[src/hw/swcp_defs.svh]
`ifndef SWCP_DEFS_SVH
`define SWCP_DEFS_SVH

// ==========================================================================
// Frame layout, eight bits, most significant bit first
// ==========================================================================
`define SWCP_FRAME_BITS     4'h8
`define SWCP_BIT_WRITE      7
`define SWCP_BIT_RB         6
`define SWCP_ADDR_HI        5
`define SWCP_ADDR_LO        4

// ==========================================================================
// Register select codes with the RB bit set
// ==========================================================================
`define SWCP_ADDR_CFG       2'h1
`define SWCP_ADDR_CMD       2'h2

// ==========================================================================
// Field positions and reset values
// ==========================================================================
`define SWCP_BIT_COMBINE    3
`define SWCP_BIT_CLR_LATCH  0
`define SWCP_RST_CHAN_ON    6'h00
`define SWCP_RST_COMBINE    1'h0
`define SWCP_RST_LAMP       3'h0

`endif

[src/hw/swcp_pkg.sv]
package swcp_pkg;

    typedef enum logic [1:0] {SWCP_SEL_DIAG, SWCP_SEL_OUT, SWCP_SEL_CFG} swcp_sel_e;

    typedef struct packed {
        logic [4:0] dyn_temp;
        logic [5:0] over_temp;
        logic [5:0] pin;
        logic       mosi;
        logic       sclk;
        logic       cs_n;
    } swcp_pins_s;

    typedef struct packed {
        logic       cs_prev;
        logic       sclk_prev;
        logic [3:0] cnt;
        logic [7:0] shift_in;
        logic [7:0] shift_out;
        logic       miso;
        logic       miso_oe;
        logic       start;
        logic       done;
        logic [7:0] rx;
    } swcp_spi_s;

    typedef struct packed {
        logic [5:0] ot_latch;
        logic [5:0] drive;
    } swcp_chan_s;

    typedef struct packed {
        swcp_pins_s meta;
        swcp_pins_s sync;
        logic [5:0] chan_on;
        logic       combine_and;
        logic [2:0] lamp;
        logic [5:0] err;
        logic [5:0] err_sent;
        logic       sent_diag;
        swcp_sel_e  sel;
        logic       clr_latch;
    } swcp_top_s;

    // Register select field of a frame compared with a code.
    function automatic logic swcp_addr_is(input logic [7:0] frame, input logic [1:0] code);
        return frame[6] && (frame[5:4] == code);
    endfunction

endpackage

[src/hw/swcp_chan.sv]
`timescale 1ns/1ns
`default_nettype none
module swcp_chan
    import swcp_pkg::*;
(
    input  wire logic       sys_clk_i,
    input  wire logic       reset_i,
    input  wire logic       combine_and_i,
    input  wire logic [5:0] chan_on_i,
    input  wire logic [5:0] pin_i,
    input  wire logic [5:0] over_temp_i,
    input  wire logic [4:0] dyn_temp_i,
    input  wire logic       clr_latch_i,
    output logic [5:0]      drive_o,
    output logic [5:0]      ot_latch_o
);

    swcp_chan_s q;
    swcp_chan_s d;
    logic [5:0] request;
    logic [5:0] dyn_off;

    // ======================================================================
    // Request combining and protection gating
    // ======================================================================
    always_comb
    begin
        d = q;
        request = combine_and_i ? (pin_i & chan_on_i) : (pin_i | chan_on_i);
        dyn_off = {1'b0, dyn_temp_i};
        // A hot channel keeps its latch through a clear, so cooling is needed too.
        d.ot_latch = (q.ot_latch & ~{6{clr_latch_i}}) | over_temp_i;
        d.drive = request & ~q.ot_latch & ~over_temp_i & ~dyn_off;
    end

    always_ff @(posedge sys_clk_i or posedge reset_i)
    begin
        if (reset_i)
        begin
            q <= '0;
        end
        else
        begin
            q <= d;
        end
    end

    assign drive_o = q.drive;
    assign ot_latch_o = q.ot_latch;

endmodule
`default_nettype wire

[src/hw/swcp_spi.sv]
`timescale 1ns/1ns
`default_nettype none
`include "swcp_defs.svh"
module swcp_spi
    import swcp_pkg::*;
(
    input  wire logic       sys_clk_i,
    input  wire logic       reset_i,
    input  wire logic       cs_n_i,
    input  wire logic       sclk_i,
    input  wire logic       mosi_i,
    input  wire logic [7:0] tx_word_i,
    output logic            miso_o,
    output logic            miso_oe_o,
    output logic            frame_start_o,
    output logic            frame_done_o,
    output logic [7:0]      rx_word_o
);

    swcp_spi_s q;
    swcp_spi_s d;

    // ======================================================================
    // Shifter: sample on rising SCLK, shift out on falling SCLK
    // ======================================================================
    always_comb
    begin
        d = q;
        d.start = 1'b0;
        d.done = 1'b0;
        d.cs_prev = cs_n_i;
        d.sclk_prev = sclk_i;
        if (q.cs_prev && !cs_n_i)
        begin
            d.shift_out = tx_word_i;
            d.miso = tx_word_i[7];
            d.miso_oe = 1'b1;
            d.cnt = 4'h0;
            d.start = 1'b1;
        end
        else if (!q.cs_prev && cs_n_i)
        begin
            d.miso_oe = 1'b0;
            d.miso = 1'b0;
            // A frame of any other length is thrown away whole.
            if (q.cnt == `SWCP_FRAME_BITS)
            begin
                d.done = 1'b1;
                d.rx = q.shift_in;
            end
        end
        else if (!cs_n_i)
        begin
            if (sclk_i && !q.sclk_prev)
            begin
                d.shift_in = {q.shift_in[6:0], mosi_i};
                // Saturating keeps a long frame from wrapping back to eight.
                if (q.cnt != 4'hf)
                begin
                    d.cnt = q.cnt + 4'h1;
                end
            end
            else if (!sclk_i && q.sclk_prev)
            begin
                d.shift_out = {q.shift_out[6:0], 1'b0};
                d.miso = q.shift_out[6];
            end
        end
    end

    always_ff @(posedge sys_clk_i or posedge reset_i)
    begin
        if (reset_i)
        begin
            q <= '0;
            q.cs_prev <= 1'b1;
        end
        else
        begin
            q <= d;
        end
    end

    assign miso_o = q.miso;
    assign miso_oe_o = q.miso_oe;
    assign frame_start_o = q.start;
    assign frame_done_o = q.done;
    assign rx_word_o = q.rx;

endmodule
`default_nettype wire

[src/hw/swcp_top.sv]
`timescale 1ns/1ns
`default_nettype none
`include "swcp_defs.svh"
module swcp_top
    import swcp_pkg::*;
(
    input  wire logic       sys_clk_i,
    input  wire logic       reset_i,
    input  wire logic       spi_cs_n_i,
    input  wire logic       spi_sclk_i,
    input  wire logic       spi_mosi_i,
    output logic            spi_miso_o,
    output logic            spi_miso_oe_o,
    input  wire logic [5:0] channel_input_pin_i,
    input  wire logic [5:0] over_temp_i,
    input  wire logic [4:0] dyn_temp_i,
    output logic [5:0]      chan_drive_o,
    output logic [5:0]      thermal_latch_o,
    output logic [5:0]      err_flag_o,
    output logic [2:0]      lamp_type_select_o
);

    swcp_top_s  q;
    swcp_top_s  d;
    swcp_pins_s pins;
    logic [7:0] tx_word;
    logic       frame_start;
    logic       frame_done;
    logic [7:0] rx_word;
    logic [5:0] ot_latch;
    logic [5:0] err_set;
    logic [5:0] err_clr;

    // ======================================================================
    // Pin bundle
    // ======================================================================
    // Every pin is asynchronous to sys_clk_i, SCLK included, so all of them
    // pass the same two flops before any logic looks at them.
    always_comb
    begin
        pins.cs_n = spi_cs_n_i;
        pins.sclk = spi_sclk_i;
        pins.mosi = spi_mosi_i;
        pins.pin = channel_input_pin_i;
        pins.over_temp = over_temp_i;
        pins.dyn_temp = dyn_temp_i;
    end

    // ======================================================================
    // Answer word for the frame now starting
    // ======================================================================
    always_comb
    begin
        tx_word = 8'h00;
        unique case (q.sel)
            SWCP_SEL_DIAG:
            begin
                tx_word = {2'h0, q.err};
            end
            SWCP_SEL_OUT:
            begin
                tx_word = {2'h0, q.chan_on};
            end
            SWCP_SEL_CFG:
            begin
                tx_word = {4'h0, q.combine_and, q.lamp};
            end
        endcase
    end

    // ======================================================================
    // Serial link
    // ======================================================================
    swcp_spi u_spi (
        .sys_clk_i     (sys_clk_i),
        .reset_i       (reset_i),
        .cs_n_i        (q.sync.cs_n),
        .sclk_i        (q.sync.sclk),
        .mosi_i        (q.sync.mosi),
        .tx_word_i     (tx_word),
        .miso_o        (spi_miso_o),
        .miso_oe_o     (spi_miso_oe_o),
        .frame_start_o (frame_start),
        .frame_done_o  (frame_done),
        .rx_word_o     (rx_word)
    );

    // ======================================================================
    // Channel drive and thermal latches
    // ======================================================================
    swcp_chan u_chan (
        .sys_clk_i     (sys_clk_i),
        .reset_i       (reset_i),
        .combine_and_i (q.combine_and),
        .chan_on_i     (q.chan_on),
        .pin_i         (q.sync.pin),
        .over_temp_i   (q.sync.over_temp),
        .dyn_temp_i    (q.sync.dyn_temp),
        .clr_latch_i   (q.clr_latch),
        .drive_o       (chan_drive_o),
        .ot_latch_o    (ot_latch)
    );

    // ======================================================================
    // Register file, command decode and error flags
    // ======================================================================
    always_comb
    begin
        d = q;
        d.meta = pins;
        d.sync = q.meta;
        d.clr_latch = 1'b0;

        // Flags are snapshotted a cycle after the answer word is loaded, and only snapshotted flags clear.
        if (frame_start)
        begin
            d.sent_diag = (q.sel == SWCP_SEL_DIAG);
            d.err_sent = q.err;
        end

        err_clr = 6'h00;
        if (frame_done && q.sent_diag)
        begin
            err_clr = q.err_sent;
        end
        // Set wins over clear, so a channel still shut down flags again.
        err_set = {1'b0, q.sync.dyn_temp} | ot_latch;
        d.err = (q.err & ~err_clr) | err_set;

        if (frame_done)
        begin
            d.sel = SWCP_SEL_DIAG;
            if (rx_word[`SWCP_BIT_WRITE])
            begin
                if (!rx_word[`SWCP_BIT_RB])
                begin
                    d.chan_on = rx_word[5:0];
                end
                else if (swcp_addr_is(rx_word, `SWCP_ADDR_CFG))
                begin
                    d.combine_and = rx_word[`SWCP_BIT_COMBINE];
                    d.lamp = rx_word[2:0];
                end
                else if (swcp_addr_is(rx_word, `SWCP_ADDR_CMD))
                begin
                    d.clr_latch = rx_word[`SWCP_BIT_CLR_LATCH];
                end
            end
            else
            begin
                // A read frame picks the word returned in the next frame.
                if (!rx_word[`SWCP_BIT_RB])
                begin
                    d.sel = SWCP_SEL_OUT;
                end
                else if (swcp_addr_is(rx_word, `SWCP_ADDR_CFG))
                begin
                    d.sel = SWCP_SEL_CFG;
                end
            end
        end
    end

    always_ff @(posedge sys_clk_i or posedge reset_i)
    begin
        if (reset_i)
        begin
            q <= '0;
            q.meta.cs_n <= 1'b1;
            q.sync.cs_n <= 1'b1;
            q.chan_on <= `SWCP_RST_CHAN_ON;
            q.combine_and <= `SWCP_RST_COMBINE;
            q.lamp <= `SWCP_RST_LAMP;
            q.sel <= SWCP_SEL_DIAG;
        end
        else
        begin
            q <= d;
        end
    end

    assign thermal_latch_o = ot_latch;
    assign err_flag_o = q.err;
    assign lamp_type_select_o = q.lamp;

endmodule
`default_nettype wire

[config.mk]
export PLATFORM = sky130hd
export DESIGN_NAME = swcp_top
export DESIGN_NICKNAME = d
export VERILOG_FILES = /design/src/hw/swcp_pkg.sv /design/src/hw/swcp_chan.sv /design/src/hw/swcp_spi.sv /design/src/hw/swcp_top.sv
export VERILOG_INCLUDE_DIRS = /design/src /design/src/hw
export SDC_FILE = /design/constraint.sdc
export NUM_CORES = 1
export LEC_CHECK = 0
export BUFFER_PORTS_ARGS = -buffer_cell sky130_fd_sc_hd__buf_2
export CAP_MARGIN = 20
export CORE_MARGIN = 10
export CORE_UTILIZATION = 50
export DETAILED_ROUTE_END_ITERATION = 12
export PLACE_DENSITY = 0.7
export RECOVER_POWER = 25
export SLEW_MARGIN = 20
export SYNTH_ARGS = -nofsm -noshare
export SYNTH_HDL_FRONTEND = slang
export SYNTH_SLANG_ARGS = --single-unit
[constraint.sdc]
create_clock -name sys_clk_i -period 5.1 [get_ports sys_clk_i]
set_input_delay 0.765 -clock sys_clk_i [delete_from_list [all_inputs] [get_ports sys_clk_i]]
set_output_delay 0.765 -clock sys_clk_i [all_outputs]
set_load 0.1 [all_outputs]
[Yosys cells after proc, flatten, opt, wreduce, memory -nomap -nowiden]
Index checks and enable logic that the tools add are counted.
Storage, ports and cells
  word-level logic and storage cells: 112
  register bits: 111
  output and inout bits: 23
  input port bits: 22
Cells by class
  mux-type cells: 25
  add/subtract/negate cells: 1
  bitwise logic cells: 19
  reductions and logical operators: 24
  equal/unequal tests: 11
Operators with widths (number)
  $mux 9: 6
  $and 6x6->6: 6
  $not 6->6: 4
  $pmux 8 s3: 1
  $mux 21: 1
  $mux 20: 1
  $or 6x6->6: 3
  $reduce_and 4->1: 4
  $mux 12: 1
  $mux 6: 2
  $reduce_and 3->1: 3
  $mux 1: 8
  $mux 4: 2
  $reduce_bool 2->1: 4
  $logic_and 1x1->1: 7
  $mux 2: 3
  $ne 2x1->1 const B: 3
  $ne 3x1->1 const B: 2
  $not 5->6: 1
  $or 5x6->6: 1
  $add 4x1->4 const B: 1
  $eq 2x1->1 const B: 2
  $eq 2x2->1 const B: 2
  $eq 4x4->1 const B: 1
  other kinds (5): 11

[Depth between registers and ports, before layout]
  depth in word-level cells: 7
  depth in mapped cells: 7
  mapped depth without buffers: 5

[By module]
From an unflattened synthesis, not the netlist that was laid out.
Unflattened totals
  cell total of the unflattened synthesis: 296
  area, all modules: 4329.2 um^2
By module, submodules not included
  swcp_top: cells each 144, instances 1, sequential area each 1654.1 um^2, area an instance 2227.1 um^2
  swcp_spi: cells each 119, instances 1, sequential area each 827.0 um^2, area an instance 1546.5 um^2
  swcp_chan: cells each 33, instances 1, sequential area each 300.3 um^2, area an instance 555.5 um^2

[Worst setup path before layout]
OpenSTA, ideal clock, no wires.
  path type: register to register
  from: register u_spi.q[33] (netlist name)
  to: register u_spi.q[12] (netlist name)
  cell stages (with the launch flop): 7
  buffers on the path: 1
  path slack: 3.130 ns
  arrival: 1.846 ns
  cell sequence: dfstp_2 -> inv_1 -> ha_1 -> buf_4 -> or4b_4 -> nand2_1 -> mux2_2
Between the ends
  word-level cells in the longest chain between the ends: 4
RTL lines
  start: declaration: RTL line swcp_spi.sv:20  | swcp_spi_s q;
  $logic_not 1->1: RTL line swcp_spi.sv:41  | else if (!q.cs_prev && cs_n_i)
  $logic_and 1x1->1: RTL line swcp_spi.sv:41
  $ne 2x1->1 (no source line)
  $reduce_and 4->1 (no source line)
Parallel ways exist; a longest one is shown, timed or not.
A chain may end at the register's enable or synchronous reset.

==> out/qor.csv <==
metric,value,unit
top_ports,45,
worst_hold_path.num_cells,0,
ys.warnings.count,0,
tritoncts,done,
detailedRoute.firstPassIterationCount,4,
reg2regPathDepth,5,
antenna_found_initial,0,
async_reset_ff_share,100,%
chipHeight,111,um
setup.worst_path.end_class,async pin,
vias,2400,
whs_endpoint,q[37]$_DFF_PP0_,
global_route_wire_length_before_repair,13.0,mm
number_of_flip_flops_and_latches_in_the_synthesized_netlist,111,
cts_inserted_buffers,9,
reg2reg_from,q[26]$_DFF_PP1_,
synth_top_flop_cell,dfrtp_1,
ctsHoldBuffers,0,
synthDistinctLibCells,47,
required,5.58,ns
drive_above_1_share,31.3,%
final_core_utilization,56.7,%
seq_area_frac_synth,66.5,%
drt_drc_violations_left,0,
crit_type,primary input to async pin,
initialDrtViolationCount,110,
post_cts_buffers,0,
worst_slew_margin_rel,-90.0,%
detail_route.wirelength,7.67,mm
h_tree_depth_reported_by_cts,3,
layout-area-overhead-vs-synth,10.9,%
numPortBuffers,44,
hold_slack,0.359,ns
place.gp.congestion,0.804,
post-route-min-period,2.72,ns
fin_nets,364,
number_of_vias_per_cell_after_detailed_routing,5.41,
grtUsageTotal,12.9,%
power_per_cell_area,339,mW/mm^2
worstPathArrival,3.20,ns
finalMaxSlewViolations,70,
netlist.area_leader.share,64.6,%
violations,"capacitance limit, slew limit",
rows,33,
synth.top_cells.by_area,"dfrtp_1 65%, mux2_2 7.0%, mux2_4 2.9%",
initial_cell_density_of_the_core,51.1,%
max_cap_violations,1,
core,0.00818,mm^2
cts.clk_slew.worst_paths,0.11,ns
worst_min_delay_path_startpoint,d[37]$_DFF_PP0_,
totalPowerFinal,1.57,mW
fin_cells,444,
final_common_cell,dfrtp_1,
synthesis.nets,324,
hold_violations,0,
clock-sinks,111,
crit_path_max_fanout,69,
globalRouteOverflowTotal,0,
floorplan.die.width,111,um
antenna_cells,0,
cts_resized,0,
layout.cells.most_common_list,"108 x dfrtp_1, 44 x buf_2, 26 x mux2_2",
clk_root_buffer_cell,clkbuf_8,
worstSetupStartpointType,primary input,
worstReg2RegEnd,u_spi.q[27]$_DFFE_PP0P_,
wl_per_cell,17.3,um
rsz0062_at_grt,false,
tightestPinTransition,2.83,ns
ant_nets,0,
dp.cells,428,
timing.fmax,368,MHz
die-area,0.0124,mm^2
synth_largest_area_cell,dfrtp_1,
power.leakage,2.06,nW
post_synth_edffs,0,
syn-mean-instance-area,14.2,um^2
clock-skew-final,0.0100,ns
setup-tns-final,0,ns
hold_path_class,register to register,
run_status,"complete, but fails checks",
hpwlAfterDp,5.47,mm
grt_pass1_vias,2603,
maximum_number_of_pins_on_one_net_before_global_route_repair,70,
min_period_over_period,53.3,%
syn_inst,294,
finalSetupViolCount,0,
post_synthesis_cell_area,0.00418,mm^2
setup.reg_to_reg.worst_slack,2.82,ns
ctsLongestPathBuffers,2,
ir_drop,0.189,mV
worst_skew_pair.late_latency,0.38,ns
[flip-flops by register name, indices dropped and copies added, names as in the netlist]
register             flops
u_spi.frame_done_o       1
lamp_type_select_o       3
err_flag_o               6
u_spi.q                 21
u_chan.ot_latch_o        6
u_spi.rx_word_o          8
u_spi.miso_o             1
u_chan.drive_o           6
d                       20
q                       37
u_spi.miso_oe_o          1
u_spi.frame_start_o      1
[cell type report]
| cell class | count | area, um^2 |
|---|---|---|
| fillers | 698 | 3540 |
| flip-flops and latches | 111 | 2780 |
| multi-input cells | 152 | 1240 |
| repair buffers | 45 | 228 |
| well taps | 105 | 131 |
| clock buffers | 9 | 124 |
| clock inverters | 7 | 76.3 |
| inverters | 15 | 57.6 |
[worst max-delay path, cell delays in order]
cell	delay (ns)
buf_2	0.10
clkinvlp_2	1.59
buf_4	0.69
[metal layers]
metal | GRT usage (%) | vias to the layer above | share of wire (%) | wire length [um]
li1 | - | 1113 | - | -
met1 | 15.4 | 1224 | 43 | 3320
met2 | 21.3 | 53 | 50 | 3860
met3 | 4.08 | 10 | 4.7 | 364
met4 | 5.06 | 0 | 1.6 | 119
met5 | 0 | - | 0 | 0
[power by group]
part           switching, mW  internal (mW)
sequential            0.0326          0.929
combinational         0.0546         0.0419
clock                  0.318          0.193
total                  0.405           1.16
[cells by family after synthesis]
kind of cell	synth area share, %
compound gates	9.78
flops	66.5
mux	10.4
buf+inv	3.89
fa+ha+maj	2.39
simple gates	7.06
[how the worst max path moves through the flow]
| stage | start | to | cells past startpoint |
|---|---|---|---|
| 2_1_floorplan | reset_i | d[27]$_DFF_PP0_ | 1 |
| 3_3_place_gp | q[26]$_DFF_PP1_ | u_spi.rx_word_o[1]$_DFFE_PP0P_ | 4 |
| 3_5_place_dp | q[26]$_DFF_PP1_ | u_spi.rx_word_o[0]$_DFFE_PP0P_ | 4 |
| 4_1_cts | q[26]$_DFF_PP1_ | u_spi.rx_word_o[7]$_DFFE_PP0P_ | 4 |
| 5_1_grt | reset_i | u_spi.q[17]$_DFFE_PP0P_ | 3 |
| 6_report | reset_i | u_spi.q[33]$_DFF_PP1_ | 3 |
[through the flow]
stage | setup slack (ns) | instance area, um^2
2_1_floorplan | 1.41 | 4180
3_3_place_gp | 2.99 | 4440
3_5_place_dp | 2.95 | 4440
4_1_cts | 2.94 | 4640
5_1_grt | 1.92 | 4640
6_report | 2.38 | 4640
[synthesized netlist by cell type, types with 4 or more instances]
master     number
inv_1          15
a22oi_1         5
a211o_1         5
buf_4          10
mux2_4          8
o21bai_1        6
a2111oi_0       5
o21ai_0         5
nor2_1          4
ha_1            8
dfrtp_1       108
nand2_1        22
mux2_2         26
clkbuf_1        4
a21o_1         10
o22ai_1         5
No activity file was read; power rests on OpenSTA's default activity.
